## src/design/lafs_pkg.sv

```systemverilog
/*
 * lafs_pkg: shared constants and types of the load-adaptive full-step
 * commutation block.
 * assumes one 100 MHz clock and inputs synchronous to it.
 */
package lafs_pkg;

   // ==========================================================
   // widths
   localparam int VEL_W  = 23;   // velocity 0 .. 2^23-1
   localparam int ACC_W  = 24;   // phase accumulator, carry = one microstep
   localparam int MSC_W  = 10;   // microstep counter
   localparam int WAIT_W = 12;   // cycles since the last commutation
   localparam int LOAD_W = 9;    // load value 0 .. 511

   // ==========================================================
   // counts and limits
   localparam logic [7:0]        USTEP_PER_FS_M1 = 8'hff;   // 256 ticks per full step
   localparam logic [MSC_W-1:0]  FS_STEP         = 10'h100; // one full step in microsteps
   localparam logic [MSC_W-1:0]  USTEP           = 10'h001;
   localparam logic [3:0]        TOFF_CAP        = 4'h8;    // off-time ceiling in mode
   localparam logic [WAIT_W-1:0] BLANK_BASE      = 12'h010; // blank = base + sel * step
   localparam logic [WAIT_W-1:0] BLANK_STEP      = 12'h008;
   localparam logic [WAIT_W-1:0] WAIT_MAX        = 12'hfff;
   localparam logic [7:0]        LOAD_SAT        = 8'hff;
   localparam logic [VEL_W-1:0]  VEL_ZERO        = 23'h000000;

   // ==========================================================
   // state
   typedef enum logic [1:0] {
      MODE_MICRO,
      MODE_FULL,
      MODE_HALT
   } lafs_mode_e;

   typedef struct packed {
      lafs_mode_e         mode;
      logic [ACC_W-1:0]   nom_acc;
      logic [ACC_W-1:0]   min_acc;
      logic [7:0]         nom_cnt;
      logic [7:0]         min_cnt;
      logic               due;
      logic               acked;
      logic [WAIT_W-1:0]  wait_cnt;
      logic [MSC_W-1:0]   msc;
      logic               step;
      logic               stall;
      logic               event_stop;
      logic [LOAD_W-1:0]  load;
      logic               load_valid;
      logic [VEL_W-1:0]   vact;
      logic [3:0]         toff;
      logic               fullstep;
      logic               const_toff;
      logic               mode_active;
      logic               sin_pos;
      logic               cos_pos;
   } lafs_state_s;

   localparam lafs_state_s STATE_RST = '0;

endpackage : lafs_pkg

```

## src/design/lafs_commutation.sv

```systemverilog
/*
 * lafs_commutation: load-adaptive full-step commutation. Above the minimum
 * mode velocity it steps in full steps with a constant off-time chopper,
 * waits for the bridge's back-EMF acknowledge of each step, slows when that
 * acknowledge is late and never drops below the minimum velocity.
 * assumes: the ramp generator supplies the target velocity, the bridge
 * comparator pulses bemf_ack_in once per full step, all inputs synchronous.
 */
`timescale 1ns/1ns

module lafs_commutation (
   input  wire logic                        mclk_in,                 // 100 MHz clock
   input  wire logic                        rst_in,                  // sync reset, high
   input  wire logic                        internal_ramp_in,        // 1: ramp gen drives
   input  wire logic                        dir_in,                  // 1: count up
   input  wire logic [lafs_pkg::VEL_W-1:0]  target_velocity_in,      // ramp target
   input  wire logic [lafs_pkg::VEL_W-1:0]  min_mode_velocity_in,    // mode threshold
   input  wire logic [lafs_pkg::VEL_W-1:0]  load_meas_low_vel_thresh_in, // load meas min
   input  wire logic                        vhigh_fullstep_in,       // full-step flag
   input  wire logic                        vhigh_chopper_in,        // chopper-switch flag
   input  wire logic                        silent_chop_en_in,       // voltage-mode chopper
   input  wire logic [3:0]                  toff_in,                 // off-time setting
   input  wire logic [1:0]                  blank_time_sel_in,       // blanking select
   input  wire logic [9:0]                  load_ref_pulse_width_in, // reference pulse
   input  wire logic [7:0]                  stall_sensitivity_in,    // stall sensitivity
   input  wire logic                        stop_on_stall_en_in,     // stop on stall
   input  wire logic                        stall_stop_event_clear_in, // clear pulse
   input  wire logic                        general_stall_in,        // general detector
   input  wire logic                        bemf_ack_in,             // step acknowledge
   output logic [lafs_pkg::MSC_W-1:0]       microstep_counter_out,   // wave position
   output logic                             step_out,                // step pulse
   output logic                             fullstep_out,            // full stepping
   output logic                             const_toff_out,          // const off-time chop
   output logic [3:0]                       toff_eff_out,            // effective off-time
   output logic                             mode_active_out,         // mode running
   output logic [lafs_pkg::VEL_W-1:0]       actual_velocity_out,     // actual velocity
   output logic                             stall_out,               // stall pulse
   output logic                             stall_stop_event_out,    // stop event flag
   output logic [lafs_pkg::LOAD_W-1:0]      load_value_out,          // load value
   output logic                             load_valid_out,          // load value valid
   output logic                             sin_pos_out,             // coil a polarity
   output logic                             cos_pos_out              // coil b polarity
);

   // ==========================================================
   // helpers
   function automatic logic [lafs_pkg::ACC_W:0] acc_add(
      input logic [lafs_pkg::ACC_W-1:0] acc,
      input logic [lafs_pkg::VEL_W-1:0] vel
   );
      acc_add = {1'b0, acc} + {2'b00, vel};
   endfunction : acc_add

   function automatic logic [7:0] sat8(input logic [lafs_pkg::WAIT_W-1:0] v);
      sat8 = (v[11:10] != 2'b00) ? lafs_pkg::LOAD_SAT : v[9:2];
   endfunction : sat8

   // ==========================================================
   // state
   lafs_pkg::lafs_state_s state_reg;
   lafs_pkg::lafs_state_s state_next;

   logic [lafs_pkg::ACC_W:0]  nom_sum;
   logic [lafs_pkg::ACC_W:0]  min_sum;
   logic                      nom_tick;
   logic                      min_tick;
   logic                      mode_ok;
   logic                      stall_now;
   logic                      commute;
   logic                      forced;
   logic [lafs_pkg::WAIT_W-1:0] blank_cyc;
   logic [lafs_pkg::WAIT_W-1:0] ref_cyc;
   logic [lafs_pkg::WAIT_W-1:0] stall_cyc;
   logic [lafs_pkg::WAIT_W:0]   stall_sum;
   logic [lafs_pkg::MSC_W-1:0]  msc_delta;

   always_comb begin
      state_next = state_reg;
      state_next.step  = 1'b0;
      state_next.stall = 1'b0;
      stall_now = 1'b0;
      commute   = 1'b0;
      forced    = 1'b0;
      nom_sum   = acc_add(state_reg.nom_acc, target_velocity_in);
      min_sum   = acc_add(state_reg.min_acc, min_mode_velocity_in);
      nom_tick  = nom_sum[lafs_pkg::ACC_W];
      min_tick  = min_sum[lafs_pkg::ACC_W];
      state_next.nom_acc = nom_sum[lafs_pkg::ACC_W-1:0];
      state_next.min_acc = min_sum[lafs_pkg::ACC_W-1:0];
      // ack before the blanking window is chopper noise, not the motor
      blank_cyc = lafs_pkg::BLANK_BASE
                + (lafs_pkg::BLANK_STEP * {10'h000, blank_time_sel_in});
      // a reference shorter than blanking would read every step as overload
      ref_cyc = ({2'b00, load_ref_pulse_width_in} > blank_cyc)
              ? {2'b00, load_ref_pulse_width_in} : blank_cyc + 12'h001;
      // higher sensitivity lowers the late-ack limit that counts as stall
      // saturate: a wrapped limit would read every step as a stall
      stall_sum = {1'b0, ref_cyc} + {1'b0, (8'hff - stall_sensitivity_in), 4'h0};
      stall_cyc = stall_sum[lafs_pkg::WAIT_W] ? lafs_pkg::WAIT_MAX
                : stall_sum[lafs_pkg::WAIT_W-1:0];
      msc_delta = dir_in ? lafs_pkg::USTEP : -lafs_pkg::USTEP;

      mode_ok = internal_ramp_in
              && vhigh_fullstep_in && vhigh_chopper_in
              && !silent_chop_en_in
              && (min_mode_velocity_in != lafs_pkg::VEL_ZERO)
              && (target_velocity_in > min_mode_velocity_in);

      case (state_reg.mode)
         lafs_pkg::MODE_MICRO: begin
            if (nom_tick) begin
               state_next.msc  = state_reg.msc + msc_delta;
               state_next.step = 1'b1;
            end
            stall_now = general_stall_in;
            if (mode_ok) begin
               state_next.mode     = lafs_pkg::MODE_FULL;
               state_next.nom_cnt  = 8'h00;
               state_next.min_cnt  = 8'h00;
               state_next.due      = 1'b0;
               // no full step is owed an ack yet, so entry is not a stall
               state_next.acked    = 1'b1;
               state_next.wait_cnt = '0;
            end
         end
         lafs_pkg::MODE_FULL: begin
            if (!mode_ok) begin
               state_next.mode = lafs_pkg::MODE_MICRO;
            end else begin
               if (state_reg.wait_cnt != lafs_pkg::WAIT_MAX) begin
                  state_next.wait_cnt = state_reg.wait_cnt + 12'h001;
               end
               // nominal full-step period from the target velocity
               if (nom_tick && !state_reg.due) begin
                  state_next.nom_cnt = state_reg.nom_cnt + 8'h01;
                  if (state_reg.nom_cnt == lafs_pkg::USTEP_PER_FS_M1) begin
                     state_next.due = 1'b1;
                  end
               end
               // minimum-velocity period runs in parallel as a floor
               if (min_tick) begin
                  state_next.min_cnt = state_reg.min_cnt + 8'h01;
               end
               if (bemf_ack_in && !state_reg.acked
                   && (state_reg.wait_cnt >= blank_cyc)) begin
                  state_next.acked = 1'b1;
                  if (state_reg.wait_cnt <= ref_cyc) begin
                     state_next.load = {1'b0, sat8(state_reg.wait_cnt)};
                  end else begin
                     state_next.load = {1'b1, sat8(state_reg.wait_cnt - ref_cyc)};
                  end
                  state_next.load_valid =
                     (target_velocity_in >= load_meas_low_vel_thresh_in);
                  stall_now = (state_reg.wait_cnt > stall_cyc);
               end
               // late ack holds the step back, so the motor slows itself
               commute = state_reg.due && state_reg.acked;
               // no ack by the floor period: motor blocked, step anyway
               forced = min_tick && (state_reg.min_cnt == lafs_pkg::USTEP_PER_FS_M1)
                      && !state_reg.acked;
               if (forced) begin
                  stall_now = 1'b1;
               end
               if (commute || forced) begin
                  state_next.msc      = dir_in ? state_reg.msc + lafs_pkg::FS_STEP
                                               : state_reg.msc - lafs_pkg::FS_STEP;
                  state_next.step     = 1'b1;
                  state_next.due      = 1'b0;
                  state_next.acked    = 1'b0;
                  state_next.nom_cnt  = 8'h00;
                  state_next.min_cnt  = 8'h00;
                  state_next.wait_cnt = '0;
               end
            end
         end
         lafs_pkg::MODE_HALT: begin
            // no motion until software releases the stop
            if (!state_reg.event_stop || !stop_on_stall_en_in) begin
               state_next.mode = lafs_pkg::MODE_MICRO;
            end
         end
         default: begin
            state_next = lafs_pkg::STATE_RST;
         end
      endcase

      state_next.stall = stall_now;
      // a stall with stop-on-stall enabled in the same cycle as the clear keeps the flag set
      if (stall_now && stop_on_stall_en_in) begin
         state_next.event_stop = 1'b1;
         state_next.mode       = lafs_pkg::MODE_HALT;
      end else if (stall_stop_event_clear_in) begin
         state_next.event_stop = 1'b0;
      end
      // without stop-on-stall nothing halts, so released load resumes motion
      if (!stop_on_stall_en_in && state_next.mode == lafs_pkg::MODE_HALT) begin
         state_next.mode = lafs_pkg::MODE_MICRO;
      end

      state_next.mode_active = (state_next.mode == lafs_pkg::MODE_FULL);
      state_next.fullstep    = state_next.mode_active;
      state_next.const_toff  = state_next.mode_active;
      state_next.toff = (state_next.mode_active && toff_in > lafs_pkg::TOFF_CAP)
                      ? lafs_pkg::TOFF_CAP : toff_in;
      state_next.vact = (state_next.mode == lafs_pkg::MODE_HALT)
                      ? lafs_pkg::VEL_ZERO : target_velocity_in;
      if (!state_next.mode_active) begin
         state_next.load_valid = 1'b0;
      end
      // polarity follows the wave layout the commutation relies on
      state_next.sin_pos = (state_next.msc[9:8] == 2'b00)
                         || (state_next.msc[9:8] == 2'b11);
      state_next.cos_pos = !state_next.msc[9];
   end

   always_ff @(posedge mclk_in) begin
      if (rst_in) begin
         state_reg <= lafs_pkg::STATE_RST;
      end else begin
         state_reg <= state_next;
      end
   end

   // ==========================================================
   // outputs
   assign microstep_counter_out = state_reg.msc;
   assign step_out              = state_reg.step;
   assign fullstep_out          = state_reg.fullstep;
   assign const_toff_out        = state_reg.const_toff;
   assign toff_eff_out          = state_reg.toff;
   assign mode_active_out       = state_reg.mode_active;
   assign actual_velocity_out   = state_reg.vact;
   assign stall_out             = state_reg.stall;
   assign stall_stop_event_out  = state_reg.event_stop;
   assign load_value_out        = state_reg.load;
   assign load_valid_out        = state_reg.load_valid;
   assign sin_pos_out           = state_reg.sin_pos;
   assign cos_pos_out           = state_reg.cos_pos;

endmodule : lafs_commutation

```

## config.mk

```make
export PLATFORM = sky130hd
export DESIGN_NAME = lafs_commutation
export DESIGN_NICKNAME = d
export VERILOG_FILES = /design/src/design/lafs_pkg.sv /design/src/design/lafs_commutation.sv
export SDC_FILE = /design/constraint.sdc
export NUM_CORES = 1
export LEC_CHECK = 0
export BUFFER_PORTS_ARGS = -buffer_cell sky130_fd_sc_hd__buf_2
export CAP_MARGIN = 20
export CORE_UTILIZATION = 50
export CTS_CLUSTER_DIAMETER = 200
export DETAILED_ROUTE_END_ITERATION = 16
export GPL_TIMING_DRIVEN = 0
export HOLD_SLACK_MARGIN = 0.1
export PLACE_DENSITY = 0.72
export SYNTH_ARGS = -nofsm -noshare
export SYNTH_HDL_FRONTEND = slang
export SYNTH_SLANG_ARGS = --single-unit
```

## constraint.sdc

```tcl
create_clock -name mclk_in -period 6.29 [get_ports mclk_in]
set_clock_uncertainty 0.05 [all_clocks]
set_input_delay 0.629 -clock mclk_in [delete_from_list [all_inputs] [get_ports mclk_in]]
set_output_delay 0.629 -clock mclk_in [all_outputs]
set_load 0.03 [all_outputs]
```

==> results.py <==
metrics = {
    "critical_path": {
        "cp_max_fo": 10,
        "slowest_stage": "fa_1",
        "cp-end-kind": "flip-flop",
        "crit_family": "compound AO/OA/AOI/OAI gates",
        "cp_num_buf_inv": 3,
        "crit_arrival_ns": 6.22,
        "cp-start-kind": "primary input",
        "slowest_delay_ns": 0.41,
        "crit_required_ns": 6.62,
        "rrSetupSlack_ns": 2.94,
        "worst-setup-path-type": "primary input to flip-flop",
    },
    "sta": {
        "max_freq_ghz": 0.170,
        "slew_headroom": 0.479,
        "tightest_slew_ns": 0.779,
        "post-route-min-period_ns": 5.89,
        "setup_viol": 0,
        "setup_tns_ns": 0,
        "finalMaxSlewViolations": 0,
        "finalHoldViolCount": 0,
        "rsz0062_at_grt": "false",
        "min_period_over_period": 0.937,
    },
    "placement": {
        "place_area_um2": 11100,
        "port_buffers": 157,
        "place.gp.congestion": 0.917,
        "place_hpwl_um": 19100,
    },
    "yosys": {
        "ys_ff_latch": 133,
        "yosysWarningCount": 0,
        "synth.avg_cell_area_um2": 8.14,
        "async_flop_share": 0,
        "syn_inst": 1221,
        "syn_area_um2": 9940,
        "ys_seq_area_frac": 0.268,
        "syn_nets": 1467,
        "synth_enable_flop_cells": 0,
        "synthFlopType": "dfxtp_1",
        "yosysUniqueCellTypes": 76,
    },
    "clock_tree": {
        "htree_num_levels": 4,
        "clkTransAtPathRegs_ns": 0.06,
        "clock_latency_ns": 0.43,
        "ctsRootBufferMaster": "clkbuf_16",
        "clock_sinks": 133,
        "cts_buffers": 17,
        "clockBufferDepth": 2,
        "cts_tree": "built",
        "post_cts_buffers": 0,
    },
    "drt": {
        "drtAntennaViolNets": 0,
        "wl_um": 24600,
        "dr.pass1.iters": 5,
        "route.detailed.drc": 0,
        "vias": 8966,
        "wl_per_cell_um": 14.7,
        "drt-initial-drc-count": 309,
        "avgViaCountPerCell": 5.35,
    },
    "layout": {
        "multi_input_area_um2": 6450,
        "mostFrequentLayoutCells": "buf_2, nor2_1, ha_1",
        "largest_reg_flops": 80,
        "final_common_cell": "buf_2",
        "fillers": 1761,
        "nNetsFinal": 1643,
        "ff_latch_area_um2": 2660,
        "final_layout_size_suffix_gt1_frac": 0.194,
        "syn2layout_area_growth_pct": 17.8,
        "final_area_um2": 11700,
    },
    "run": {
        "max-cap-violations": 0,
    },
    "grt": {
        "grt_overflow_total": 0,
        "grt_start_max_net_pins": 17,
        "grt_pass1_vias": 8409,
        "grt_pass1_wl_um": 40000,
        "antenna_found_initial": 1,
        "grt_use_total": 0.249,
    },
    "floorplan": {
        "chipWidth_um": 143,
        "start_util": 0.511,
        "core-area_um2": 19500,
        "dieHeight_um": 143,
        "row_count": 51,
        "dieArea_um2": 20500,
        "io-pin-count": 159,
    },
    "power_and_ir_drop": {
        "power.leakage_nw": 5.78,
        "powerDensity_nw_per_um2": 299,
        "vdd.ir_drop.worst_mv": 0.207,
    },
    "run_status": {
        "status": "finished, final reports clean",
    },
    "hold_path": {
        "hold_path.class": "primary input to flip-flop",
    },
}
## path summary, 6_finish.rpt
kind | startpoint | to | cells past startpoint
worst max-delay path | blank_time_sel_in[1] | actual_velocity_out[7] | 28
worst min register to register | load_value_out[7] | load_value_out[7] | 2
worst min-delay path | toff_in[0] | toff_eff_out[0] | 2
worst max register to register | state_reg[109] | microstep_counter_out[4] | 15
## cells by family (layout without fill, tap and decap cells)
kind of cell               after synthesis  in the layout  share of synthesized area
AOI/OAI and AO/OA                      278            278                      0.190
xor gates and xnor gates                75             75                     0.0661
adders and majority gates              142            142                      0.182
buffers and inverters                  169            358                     0.0846
DFF                                    133            133                      0.268
muxes                                   10             10                     0.0106
other                                    0              1                          0
and+or+nand+nor                        414            414                      0.199
## timing repair
item                       in CTS  in global routing
hold buffers                    0                  0
gates resized for setup         0                  3
setup endpoints to repair       0                 24
## synthesized netlist by cell type (8+ instances only)
cell type,n,area [um2]
a211oi_1,8,60.1
a21o_1,37,278
a21oi_1,90,450
a31oi_1,10,62.6
and2_1,30,188
and3_1,13,81.3
buf_4,50,375
clkbuf_1,16,60.1
dfxtp_1,133,2660
ha_1,138,1730
inv_1,95,357
nand2_1,78,293
nand2b_1,9,56.3
nand3_1,26,130
nand4_1,18,113
nor2_1,148,556
nor2b_1,24,150
nor3_1,30,150
nor4_1,8,50.1
o211ai_1,9,67.6
o21a_1,21,158
o21ai_0,36,180
o21bai_1,8,60.1
o221ai_1,8,70.1
xnor2_1,48,420
xor2_1,27,236
## area by class of cell
type                            count  share of cell area
Inverter                           96              0.0308
Clock inverter                     14              0.0171
Buffer                             73              0.0410
Multi-Input combinational cell    919               0.551
Tap cell                          265              0.0283
Timing Repair Buffer              157              0.0671
Antenna cell                        1            0.000214
Clock buffer                       18              0.0375
Sequential cell                   133               0.227
## stage by stage
stage / setup WS (ns) / total power [mW] / cells / utilization / hold slack (ns)
detailed placement: -0.255 / 2.39 / 1643 / 0.568 / 0.387
global placement: -0.219 / 2.35 / 1643 / 0.568 / 0.380
CTS: 0.186 / 3.51 / 1675 / 0.601 / 0.345
global route: 0.00543 / 3.73 / 1676 / 0.602 / 0.365
finish: 0.399 / 3.50 / 1676 / 0.602 / 0.355
floorplan: 0.604 / 2.11 / 1221 / - / 0.367
## report_power, final
part           total, mW  internal [mW]  leakage [nW]  switching, mW
combinational       1.36          0.594          4.39          0.761
clock               1.10          0.679         0.304          0.423
sequential          1.04          0.988          1.09         0.0546
## layer usage
metal	wire (um)	GRT usage	up-vias
li1	-	-	4579
met1	11300	0.315	4139
met2	11800	0.432	219
met3	1180	0.0359	29
met4	405	0.0821	0
met5	0	0	-
No activity file was read; power rests on OpenSTA's default activity.
